==> config.mk <==
export PLATFORM = sky130hd
export DESIGN_NAME = msf_top
export DESIGN_NICKNAME = d
export VERILOG_FILES = /design/src/design/msf_pkg.sv /design/src/design/msf_sat_cnt.sv /design/src/design/msf_addr_mem.sv /design/src/design/msf_top.sv
export SDC_FILE = /design/constraint.sdc
export NUM_CORES = 1
export LEC_CHECK = 0
export BUFFER_PORTS_ARGS = -buffer_cell sky130_fd_sc_hd__buf_2
export CORE_UTILIZATION = 55
export DETAILED_ROUTE_END_ITERATION = 8
export PLACE_DENSITY = 0.73
export SYNTH_ARGS = -nofsm -noshare
export SYNTH_HDL_FRONTEND = slang
export SYNTH_SLANG_ARGS = --single-unit
==> constraint.sdc <==
create_clock -name CLOCK_I -period 6.5 [get_ports CLOCK_I]
set_input_delay 0.975 -clock CLOCK_I [delete_from_list [all_inputs] [get_ports CLOCK_I]]
set_output_delay 0.975 -clock CLOCK_I [all_outputs]
set_load 0.03 [all_outputs]
==> src/design/msf_pkg.sv <==
// Purpose: Shared constants, register map and status carriers for the MAC
//          statistics counter bank and unicast filter registers.
// Assumes: 32-bit APB with word-aligned byte addresses.
// Notes:   Counter index i sits at byte address STAT_BASE + 4 * i.
package msf_pkg;

    // Register map, byte addresses.
    localparam int             APB_AW        = 8;
    localparam logic [7:0]     OFF_HASH_HIGH = 8'h00;
    localparam logic [7:0]     OFF_STAT_CTRL = 8'h04;
    localparam logic [7:0]     OFF_SA_BASE   = 8'h08;
    localparam logic [7:0]     OFF_STAT_BASE = 8'h40;
    localparam int             SA_WORDS      = 8;
    localparam int             SA_IDX_W      = 3;
    localparam int             SA_HIGH_W     = 16;
    localparam int             NUM_CNT       = 18;
    localparam int             CNT_IDX_W     = 5;

    // Reset values.
    localparam logic [31:0]    RST_HASH_HIGH = 32'h0000_0000;
    localparam logic [31:0]    RST_SA        = 32'h0000_0000;
    localparam logic [31:0]    RST_STAT_CTRL = 32'h0000_0001;
    localparam int             CTRL_EN_BIT   = 0;

    // Frame length and collision limits.
    localparam logic [10:0]    LEN_MIN       = 11'h040;
    localparam logic [10:0]    LEN_MIN_MULTI = 11'h03e;
    localparam logic [10:0]    LEN_MAX       = 11'h5ee;
    localparam logic [4:0]     COL_ONE       = 5'h01;
    localparam logic [4:0]     COL_TWO       = 5'h02;
    localparam logic [4:0]     COL_MULTI_MAX = 5'h0f;
    localparam logic [4:0]     COL_ABANDON   = 5'h10;

    // Counter indices; the address order follows this list.
    localparam int CNT_TX_OK    = 0;
    localparam int CNT_SCOL     = 1;
    localparam int CNT_MCOL     = 2;
    localparam int CNT_RX_OK    = 3;
    localparam int CNT_FCS      = 4;
    localparam int CNT_ALIGN    = 5;
    localparam int CNT_DEFER    = 6;
    localparam int CNT_LATE     = 7;
    localparam int CNT_EXCESS   = 8;
    localparam int CNT_UNDERRUN = 9;
    localparam int CNT_CARRIER  = 10;
    localparam int CNT_DISCARD  = 11;
    localparam int CNT_OVERRUN  = 12;
    localparam int CNT_CODE     = 13;
    localparam int CNT_LONG     = 14;
    localparam int CNT_JABBER   = 15;
    localparam int CNT_SHORT    = 16;
    localparam int CNT_SQE      = 17;

    localparam int CNT_W [NUM_CNT] = '{24, 16, 16, 24, 8, 8, 16, 8, 8,
                                       8, 8, 16, 8, 8, 8, 8, 8, 8};

    // One-cycle frame report from the transmit engine.
    typedef struct packed {
        logic        done;
        logic        sent_ok;
        logic [4:0]  collisions;
        logic        underrun;
        logic        carrier_lost;
        logic        deferred;
        logic        late_col;
        logic        half_duplex;
        logic        carrier_seen;
        logic        sqe_missing;
        logic [10:0] length;
    } msf_tx_status_s;

    // One-cycle frame report from the receive engine.
    typedef struct packed {
        logic        done;
        logic        addr_match;
        logic        dribble;
        logic        crc_bad;
        logic        code_err;
        logic        no_buffer;
        logic        overrun;
        logic [10:0] length;
    } msf_rx_status_s;

endpackage

==> src/design/msf_sat_cnt.sv <==
// Purpose: Saturating statistics counter with clear-on-read.
// Assumes: inc_i and clr_i come from logic on the same clock.
// Notes:   Value is zero-extended to 32 bits for the read mux.
`timescale 1ns/10ps
`default_nettype none
module msf_sat_cnt #(
    parameter int WIDTH = 8
) (
    input  wire logic        clk_i,
    input  wire logic        rst_n_i,
    input  wire logic        inc_i,
    input  wire logic        clr_i,
    output logic      [31:0] value_o
);
    logic [WIDTH-1:0] cnt_q;
    logic [WIDTH-1:0] cnt_d;
    logic             full;

    // A count landing on the clear cycle survives as one, not lost.
    assign full  = &cnt_q;
    assign cnt_d = clr_i ? {{(WIDTH-1){1'b0}}, inc_i} :
                   (inc_i && !full) ? cnt_q + 1'b1 : cnt_q;
    assign value_o = {{(32-WIDTH){1'b0}}, cnt_q};

    // Counter register; saturation is handled in cnt_d.
    always_ff @(posedge clk_i or negedge rst_n_i)
    begin
        if (!rst_n_i)
            cnt_q <= '0;
        else
            cnt_q <= cnt_d;
    end
endmodule
`default_nettype wire

==> src/design/msf_addr_mem.sv <==
// Purpose: Eight-word store for the four unicast station addresses.
// Assumes: One write port and one read port on the same clock.
// Notes:   Read data is registered, one cycle after the address.
`timescale 1ns/10ps
`default_nettype none
module msf_addr_mem #(
    parameter int DEPTH = msf_pkg::SA_WORDS,
    parameter int AW    = msf_pkg::SA_IDX_W
) (
    input  wire logic          clk_i,
    input  wire logic          rst_n_i,
    input  wire logic          we_i,
    input  wire logic [AW-1:0] waddr_i,
    input  wire logic [31:0]   wdata_i,
    input  wire logic [AW-1:0] raddr_i,
    output logic      [31:0]   rdata_o
);
    logic [31:0] mem_q [DEPTH];
    logic [31:0] rdata_q;

    assign rdata_o = rdata_q;

    // Words reset to a known address so an early match cannot misfire.
    always_ff @(posedge clk_i or negedge rst_n_i)
    begin
        if (!rst_n_i)
        begin
            for (int i = 0; i < DEPTH; i++)
                mem_q[i] <= msf_pkg::RST_SA;
            rdata_q <= '0;
        end
        else
        begin
            if (we_i)
                mem_q[waddr_i] <= wdata_i;
            rdata_q <= mem_q[raddr_i];
        end
    end
endmodule
`default_nettype wire

==> src/design/msf_top.sv <==
// Purpose: Statistics counter bank and unicast address registers of a
//          10/100 MAC, reached over APB.
// Assumes: Frame reports arrive as one-cycle pulses on CLOCK_I from the
//          transmit and receive engines; no synchronisers are needed.
// Notes:   Every read answers with PREADY on the second access cycle.
//Contract
//- Counters clear when software reads them.
//- Counters saturate at all ones, never wrap.
//- 24-bit count of frames sent OK.
//- 16-bit count of single-collision sent frames.
//- 16-bit count of two-to-fifteen-collision frames.
//- 24-bit count of good received frames.
//- 8-bit count of whole-byte bad-CRC frames.
//- 8-bit count of alignment error frames.
//- 16-bit count of first-attempt deferred frames.
//- 8-bit late collision count, also a collision.
//- 8-bit count of frames abandoned after sixteen.
//- 8-bit underrun count, exclusive of all others.
//- 8-bit count of carrier sense errors.
//- 16-bit count of no-buffer discarded frames.
//- 8-bit count of receive overrun frames.
//- 8-bit code error count, exclusive of others.
//- Two 8-bit oversize counters, clean and errored.
//- 8-bit count of clean undersize frames.
//- 8-bit count of missing collision-test frames.
//- Four address-high registers, bits 47:32 low.
//- Four address-low registers, bits 31:0.
//- Register holds hash filter bits 63:32.
//
// Decided for this implementation: the APB slave port and the placing of the registers.
`timescale 1ns/10ps
`default_nettype none
module msf_top (
    input  wire logic                    CLOCK_I,
    input  wire logic                    RST_N_I,
    input  wire logic                    PSEL_I,
    input  wire logic                    PENABLE_I,
    input  wire logic                    PWRITE_I,
    input  wire logic [7:0]              PADDR_I,
    input  wire logic [31:0]             PWDATA_I,
    input  wire msf_pkg::msf_tx_status_s TX_STATUS_I,
    input  wire msf_pkg::msf_rx_status_s RX_STATUS_I,
    output logic                         PREADY_O,
    output logic      [31:0]             PRDATA_O,
    output logic                         PSLVERR_O,
    output logic      [31:0]             HASH_HIGH_O
);

    // Length window test, shared by the transmit and receive sorters.
    function automatic logic len_in(input logic [10:0] len,
                                    input logic [10:0] lo,
                                    input logic [10:0] hi);
        len_in = (len >= lo) && (len <= hi);
    endfunction

    // Word offset from a block base, used for both word arrays.
    function automatic logic [5:0] word_of(input logic [7:0] addr,
                                           input logic [7:0] base);
        logic [7:0] diff;
        diff    = addr - base;
        word_of = diff[7:2];
    endfunction

    logic        pready_q;
    logic        pready_d;
    logic [31:0] prdata_q;
    logic [31:0] prdata_d;
    logic        pslverr_q;
    logic        pslverr_d;
    logic [31:0] hash_high_q;
    logic [31:0] hash_high_d;
    logic [31:0] stat_ctrl_q;
    logic [31:0] stat_ctrl_d;

    // APB phase decode.
    wire         access_first = PSEL_I && PENABLE_I && !pready_q;
    wire         access_done  = PSEL_I && PENABLE_I && pready_q;
    wire         rd_latch     = access_first && !PWRITE_I;
    wire         wr_commit    = access_done && PWRITE_I;
    wire         aligned      = (PADDR_I[1:0] == 2'h0);

    // Address decode into the four regions of the map.
    wire [5:0]   sa_word   = word_of(PADDR_I, msf_pkg::OFF_SA_BASE);
    wire [5:0]   cnt_word  = word_of(PADDR_I, msf_pkg::OFF_STAT_BASE);
    wire         hit_hash  = aligned && (PADDR_I == msf_pkg::OFF_HASH_HIGH);
    wire         hit_ctrl  = aligned && (PADDR_I == msf_pkg::OFF_STAT_CTRL);
    wire         hit_sa    = aligned &&
                             (PADDR_I >= msf_pkg::OFF_SA_BASE) &&
                             (sa_word < 6'(msf_pkg::SA_WORDS));
    wire         hit_cnt   = aligned &&
                             (PADDR_I >= msf_pkg::OFF_STAT_BASE) &&
                             (cnt_word < 6'(msf_pkg::NUM_CNT));
    wire         hit_any   = hit_hash || hit_ctrl || hit_sa || hit_cnt;
    wire [msf_pkg::SA_IDX_W-1:0] sa_idx = sa_word[msf_pkg::SA_IDX_W-1:0];
    wire [msf_pkg::CNT_IDX_W-1:0] cnt_idx =
                             cnt_word[msf_pkg::CNT_IDX_W-1:0];

    // Odd words are the high halves; their upper bits are not stored.
    wire         sa_is_high = sa_idx[0];
    wire [31:0]  sa_wdata   = sa_is_high ?
                              {16'h0000, PWDATA_I[msf_pkg::SA_HIGH_W-1:0]}
                              : PWDATA_I;
    wire         sa_we      = wr_commit && hit_sa;
    logic [31:0] sa_rdata;

    msf_addr_mem #(
        .DEPTH (msf_pkg::SA_WORDS),
        .AW    (msf_pkg::SA_IDX_W)
    ) u_addr_mem (
        .clk_i   (CLOCK_I),
        .rst_n_i (RST_N_I),
        .we_i    (sa_we),
        .waddr_i (sa_idx),
        .wdata_i (sa_wdata),
        .raddr_i (sa_idx),
        .rdata_o (sa_rdata)
    );

    // Counting can be paused by software; reads still clear.
    wire         cnt_en = stat_ctrl_q[msf_pkg::CTRL_EN_BIT];
    wire         tx_go  = TX_STATUS_I.done && cnt_en;
    wire         rx_go  = RX_STATUS_I.done && cnt_en;

    // Transmit frame sorting. An underrun frame goes nowhere else.
    wire         tx_under = tx_go && TX_STATUS_I.underrun;
    wire         tx_rest  = tx_go && !TX_STATUS_I.underrun;
    wire         tx_clean = tx_rest && !TX_STATUS_I.carrier_lost;
    wire [4:0]   tx_cols  = TX_STATUS_I.collisions;
    wire [10:0]  tx_len   = TX_STATUS_I.length;

    wire         ev_tx_ok = tx_rest && TX_STATUS_I.sent_ok;
    wire         ev_scol  = tx_clean && TX_STATUS_I.sent_ok &&
                            (tx_cols == msf_pkg::COL_ONE);
    wire         ev_mcol  = tx_clean && TX_STATUS_I.sent_ok &&
                            (tx_cols >= msf_pkg::COL_TWO) &&
                            (tx_cols <= msf_pkg::COL_MULTI_MAX) &&
                            len_in(tx_len, msf_pkg::LEN_MIN_MULTI,
                                   msf_pkg::LEN_MAX);
    wire         ev_defer = tx_rest && TX_STATUS_I.deferred &&
                            (tx_cols == 5'h00);
    // The late frame also lands in its collision bucket above.
    wire         ev_late  = tx_clean && TX_STATUS_I.late_col;
    wire         ev_exces = tx_clean && !TX_STATUS_I.sent_ok &&
                            (tx_cols == msf_pkg::COL_ABANDON) &&
                            len_in(tx_len, msf_pkg::LEN_MIN,
                                   msf_pkg::LEN_MAX);
    wire         ev_csens = tx_rest && TX_STATUS_I.half_duplex &&
                            !TX_STATUS_I.carrier_seen &&
                            (tx_cols != msf_pkg::COL_ABANDON);
    wire         ev_sqe   = tx_rest && TX_STATUS_I.sqe_missing;

    // Receive frame sorting. A matched code-error frame goes nowhere else.
    wire         rx_match = rx_go && RX_STATUS_I.addr_match;
    wire         ev_code  = rx_match && RX_STATUS_I.code_err;
    wire         rx_rest  = rx_go &&
                            !(RX_STATUS_I.addr_match &&
                              RX_STATUS_I.code_err);
    wire         rx_err   = RX_STATUS_I.crc_bad || RX_STATUS_I.dribble ||
                            RX_STATUS_I.code_err;
    wire [10:0]  rx_len   = RX_STATUS_I.length;
    wire         rx_norm  = len_in(rx_len, msf_pkg::LEN_MIN,
                                   msf_pkg::LEN_MAX);
    wire         rx_mrest = rx_rest && RX_STATUS_I.addr_match;

    wire         ev_rx_ok = rx_mrest && rx_norm && !rx_err;
    wire         ev_fcs   = rx_mrest && rx_norm && !RX_STATUS_I.dribble &&
                            RX_STATUS_I.crc_bad;
    wire         ev_align = rx_mrest && rx_norm && RX_STATUS_I.dribble &&
                            RX_STATUS_I.crc_bad;
    wire         ev_disc  = rx_mrest && RX_STATUS_I.no_buffer;
    wire         ev_ovr   = rx_mrest && RX_STATUS_I.overrun;
    wire         ev_long  = rx_rest && (rx_len > msf_pkg::LEN_MAX) &&
                            !rx_err;
    wire         ev_jab   = rx_rest && (rx_len > msf_pkg::LEN_MAX) &&
                            rx_err;
    wire         ev_short = rx_rest && (rx_len < msf_pkg::LEN_MIN) &&
                            !rx_err;

    // Event vector in counter index order.
    logic [msf_pkg::NUM_CNT-1:0] cnt_inc;
    logic [msf_pkg::NUM_CNT-1:0] cnt_clr;
    logic [31:0]                 cnt_val [msf_pkg::NUM_CNT];

    always_comb
    begin
        cnt_inc                         = '0;
        cnt_inc[msf_pkg::CNT_TX_OK]    = ev_tx_ok;
        cnt_inc[msf_pkg::CNT_SCOL]     = ev_scol;
        cnt_inc[msf_pkg::CNT_MCOL]     = ev_mcol;
        cnt_inc[msf_pkg::CNT_RX_OK]    = ev_rx_ok;
        cnt_inc[msf_pkg::CNT_FCS]      = ev_fcs;
        cnt_inc[msf_pkg::CNT_ALIGN]    = ev_align;
        cnt_inc[msf_pkg::CNT_DEFER]    = ev_defer;
        cnt_inc[msf_pkg::CNT_LATE]     = ev_late;
        cnt_inc[msf_pkg::CNT_EXCESS]   = ev_exces;
        cnt_inc[msf_pkg::CNT_UNDERRUN] = tx_under;
        cnt_inc[msf_pkg::CNT_CARRIER]  = ev_csens;
        cnt_inc[msf_pkg::CNT_DISCARD]  = ev_disc;
        cnt_inc[msf_pkg::CNT_OVERRUN]  = ev_ovr;
        cnt_inc[msf_pkg::CNT_CODE]     = ev_code;
        cnt_inc[msf_pkg::CNT_LONG]     = ev_long;
        cnt_inc[msf_pkg::CNT_JABBER]   = ev_jab;
        cnt_inc[msf_pkg::CNT_SHORT]    = ev_short;
        cnt_inc[msf_pkg::CNT_SQE]      = ev_sqe;
    end

    // The clear lands on the same edge that captures the read data, so
    // no count can slip in between the capture and the clear.
    always_comb
    begin
        cnt_clr = '0;
        if (rd_latch && hit_cnt)
            cnt_clr[cnt_idx] = 1'b1;
    end

    // One counter per statistic, widths from the package table.
    for (genvar g = 0; g < msf_pkg::NUM_CNT; g++)
    begin : g_cnt
        msf_sat_cnt #(
            .WIDTH (msf_pkg::CNT_W[g])
        ) u_cnt (
            .clk_i   (CLOCK_I),
            .rst_n_i (RST_N_I),
            .inc_i   (cnt_inc[g]),
            .clr_i   (cnt_clr[g]),
            .value_o (cnt_val[g])
        );
    end

    // Read mux; the address store answers one cycle after setup.
    wire [31:0]  rd_mux = hit_hash ? hash_high_q :
                          hit_ctrl ? stat_ctrl_q :
                          hit_sa   ? sa_rdata    :
                          hit_cnt  ? cnt_val[cnt_idx] : 32'h0000_0000;

    // Software-visible registers take writes only on the completing edge.
    assign hash_high_d = (wr_commit && hit_hash) ? PWDATA_I
                                                 : hash_high_q;
    assign stat_ctrl_d = (wr_commit && hit_ctrl) ?
                         {31'h0000_0000, PWDATA_I[msf_pkg::CTRL_EN_BIT]}
                         : stat_ctrl_q;

    // Answer timing: one wait cycle, then ready for exactly one cycle.
    assign pready_d  = access_first;
    assign prdata_d  = rd_latch ? rd_mux : prdata_q;
    assign pslverr_d = access_first ? !hit_any : 1'b0;

    // Bus answer and register state.
    always_ff @(posedge CLOCK_I or negedge RST_N_I)
    begin
        if (!RST_N_I)
        begin
            pready_q    <= 1'b0;
            prdata_q    <= 32'h0000_0000;
            pslverr_q   <= 1'b0;
            hash_high_q <= msf_pkg::RST_HASH_HIGH;
            stat_ctrl_q <= msf_pkg::RST_STAT_CTRL;
        end
        else
        begin
            pready_q    <= pready_d;
            prdata_q    <= prdata_d;
            pslverr_q   <= pslverr_d;
            hash_high_q <= hash_high_d;
            stat_ctrl_q <= stat_ctrl_d;
        end
    end

    assign PREADY_O    = pready_q;
    assign PRDATA_O    = prdata_q;
    assign PSLVERR_O   = pslverr_q;
    assign HASH_HIGH_O = hash_high_q;

endmodule
`default_nettype wire

==> flow_summary.toml <==
[timing]
relSlewSlack = 0.111
slew_viol_final = 0
finalHoldViolations = 0
max_clock_freq_ghz = 0.225
post-route-min-period_ns = 4.45
rsz0062_at_grt = "false"
fin_crit_sh = 0.684
setup_tns_ns = 0
tightest_slew_ns = 1.33
skew_ns = 0.0241
finalSetupViolCount = 0

[run_status]
status = "complete, no violations"

[grt]
antenna_found_initial = 3
grt_pass1_vias = 21100
grt_pass1_wl_mm = 122
overflow = 0
grt_max_degree = 187
grt_usage = 0.299

[placed_design]
place_area_um2 = 29500
portBuffers = 153
gp_congestion = 0.921
hpwl_mm = 52.1

[final_layout]
nets = 2595
fin_util = 0.627
synthToLayoutAreaGrowth_pct = 12.0
num_antenna_cells = 0
nFillCells = 3819
final_cell_area_um2 = 31600
drive_gt1_frac = 0.263

[yosys]
synthSimpleGateAreaFrac = 0.159
synth_top_family_by_area = "multiplexers"
synth-compound-area-share = 0.0820
synthAdderAreaFrac = 0.0115
netlist_area_um2 = 28200
synthTopCellsByCount = "562 x dfrtp_1, 260 x mux2_2, 162 x nor2_1"
synthDistinctLibCells = 92
synthCells = 2365
netlist.area_leader.share = 0.499
ys.warnings.count = 0
synth_edf_count = 0
syn_avg_cell_area_um2 = 11.9
ys.flop_type = "dfrtp_1"
seq_area_frac_synth = 0.500
ys_seq_elements = 563
synth-xor-area-share = 0.0314
muxShareOfSynthArea = 0.193
syn-num-nets = 2479
synth_most_common_cell = "dfrtp_1"
synth_top_area_cell = "dfrtp_1"
synthTopCellsByArea = "dfrtp_1 50%, mux2_2 10%, mux4_2 7.1%"
ys_async_sr_fraction = 1.00

[critical_path]
critPathBufInv = 3
required_ns = 7.01
path_class = "primary input to flip-flop"
critical_path.top_delay_family = "simple AND/OR/NAND/NOR gates"
crit_slowest_cell = "nand4b_1"
slowest_delay_ns = 0.89
worstReg2RegEnd = "g_cnt[3].u_cnt.cnt_q[21]$_DFFE_PN0P_"
r2r_slack_ns = 3.38
path_cells = "buf_6 > inv_1 > ha_1 > xor2_1 > nor4_2 > and2_1 > nand4b_1 > buf_4 > mux2_2"
reg2reg_depth = 4
worstSetupStartpoint = "PADDR_I[3]"
r2r_start = "PREADY_O$_DFF_PN0_"
critPathMaxFanout = 67
start_kind = "primary input"
endpoint_kind = "flip-flop"
critPathArrivalTime_ns = 4.96

[clock_network]
cts_setup_buffers = 0
clk_pin_slew_worst_paths_ns = 0.06
cts_resized = 0
cts_buffer_depth = 3
cts_tree = "done"
cts-root-buf = "clkbuf_16"
htree_levels = 2
cts_hold_buffers = 0
cts_sinks = 563
clock_latency_ns = 0.64
numCtsBuffers = 58

[floorplanning]
ioPinCount = 154
fp.dieW_um = 228
core_area_um2 = 50400
start_util = 0.559
rows = 82
dieArea_um2 = 52200
chipHeight_um = 228

[detailed_routing]
wire_per_inst_um = 24.3
drc = 0
wirelength_mm = 77.6
routed_via_density = 6.55
drt_iter0_drc = 1959
ant_nets = 0
vias = 20900
drt_first_pass_iters = 7

[min_path]
min_path_type = "primary input to asynchronous set/reset pin"

[power_and_ir_drop]
p_per_area_nw_per_um2 = 236
ir_worst_vdd_mv = 0.199
fin_total_pwr_mw = 7.45
leakage_nw = 14.7

[flow_run]
maxCapViolCount = 0
## registers in the layout (all words and copies together) (netlist names)
name	count
HASH_HIGH_O	32
g_cnt.u_cnt.cnt_q	208
stat_ctrl_q	1
PSLVERR_O	1
u_addr_mem.mem_q	256
PREADY_O	1
u_addr_mem.rdata_o	32
PRDATA_O	32
## power breakdown
part           internal [mW]  switching, mW
sequential              3.52         0.0138
clock                   2.15           1.42
combinational         0.0950          0.243
total                   5.77           1.68
## worst max-delay path by stage
stage	endpoint	slack (ns)	cells past startpoint
detailed placement	u_addr_mem.mem_q[249]$_DFFE_PN0P_	1.42	9
global placement	u_addr_mem.mem_q[226]$_DFFE_PN0P_	1.57	9
floorplan	u_addr_mem.mem_q[50]$_DFFE_PN0P_	3.21	10
CTS	u_addr_mem.mem_q[233]$_DFFE_PN0P_	2.06	9
global route	u_addr_mem.mem_q[233]$_DFFE_PN0P_	1.80	9
finish	u_addr_mem.mem_q[233]$_DFFE_PN0P_	2.05	9
## metal layers
metal | global-route usage | vias to the layer above | wire [µm]
met5 | 0 | - | 43
met4 | 0.116 | 6 | 2770
met3 | 0.0571 | 162 | 5460
met2 | 0.480 | 807 | 37200
met1 | 0.406 | 10800 | 32100
li1 | - | 9166 | -
## metrics by stage
step,cells,setup slack [ns],hold slack (ns)
floorplan,2365,3.21,0.448
global placement,3093,1.57,0.464
detailed placement,3093,1.42,0.467
CTS,3193,2.06,0.279
global route,3193,1.80,0.309
finish,3193,2.05,0.273
## layout make-up
cell class / instances / area, µm² / share of cell area
Clock buffer: 84 / 1690 / 0.0535
Clock inverter: 16 / 360 / 0.0114
Inverter: 23 / 86.3 / 0.00274
Multi-Input combinational cell: 1654 / 13500 / 0.427
Sequential cell: 563 / 14100 / 0.446
Tap cell: 672 / 841 / 0.0266
Timing Repair Buffer: 181 / 1020 / 0.0324
## kinds of logic (layout without fill, tap and decap cells)
group           count (synthesis)  after routing
simple gates                  793            793
buf+inv                       148            304
compound gates                336            336
mux                           398            398
fa+ha+maj                      26             26
flops                         563            563
xor+xnor                      101            101
## placed cells by master (no fill, tap or decap), types with 25 or more instances in the layout
cell type  count
and4_1        25
o21ai_0       55
mux2i_1       39
mux4_2        89
nand4_1       54
xor2_1        50
nor3_1        36
xnor2_1       51
or3_1         45
clkbuf_16     58
and2_1        80
buf_4         26
nor2_1       162
buf_2        150
ha_1          26
nor4_1        30
or4_1         28
dfrtp_1      562
nand3_1       96
and3_1        51
mux2_2       260
a21oi_1       85
nand2_1      105
## worst reg2reg max path: cells and delay by family, from the launching register on
kind / cells / cell delay, ns
AOI/OAI and AO/OA: 1 / 0.11
DFF: 1 / 0.41
and+or+nand+nor: 3 / 2.42
Power figures use the tool's default switching activity.
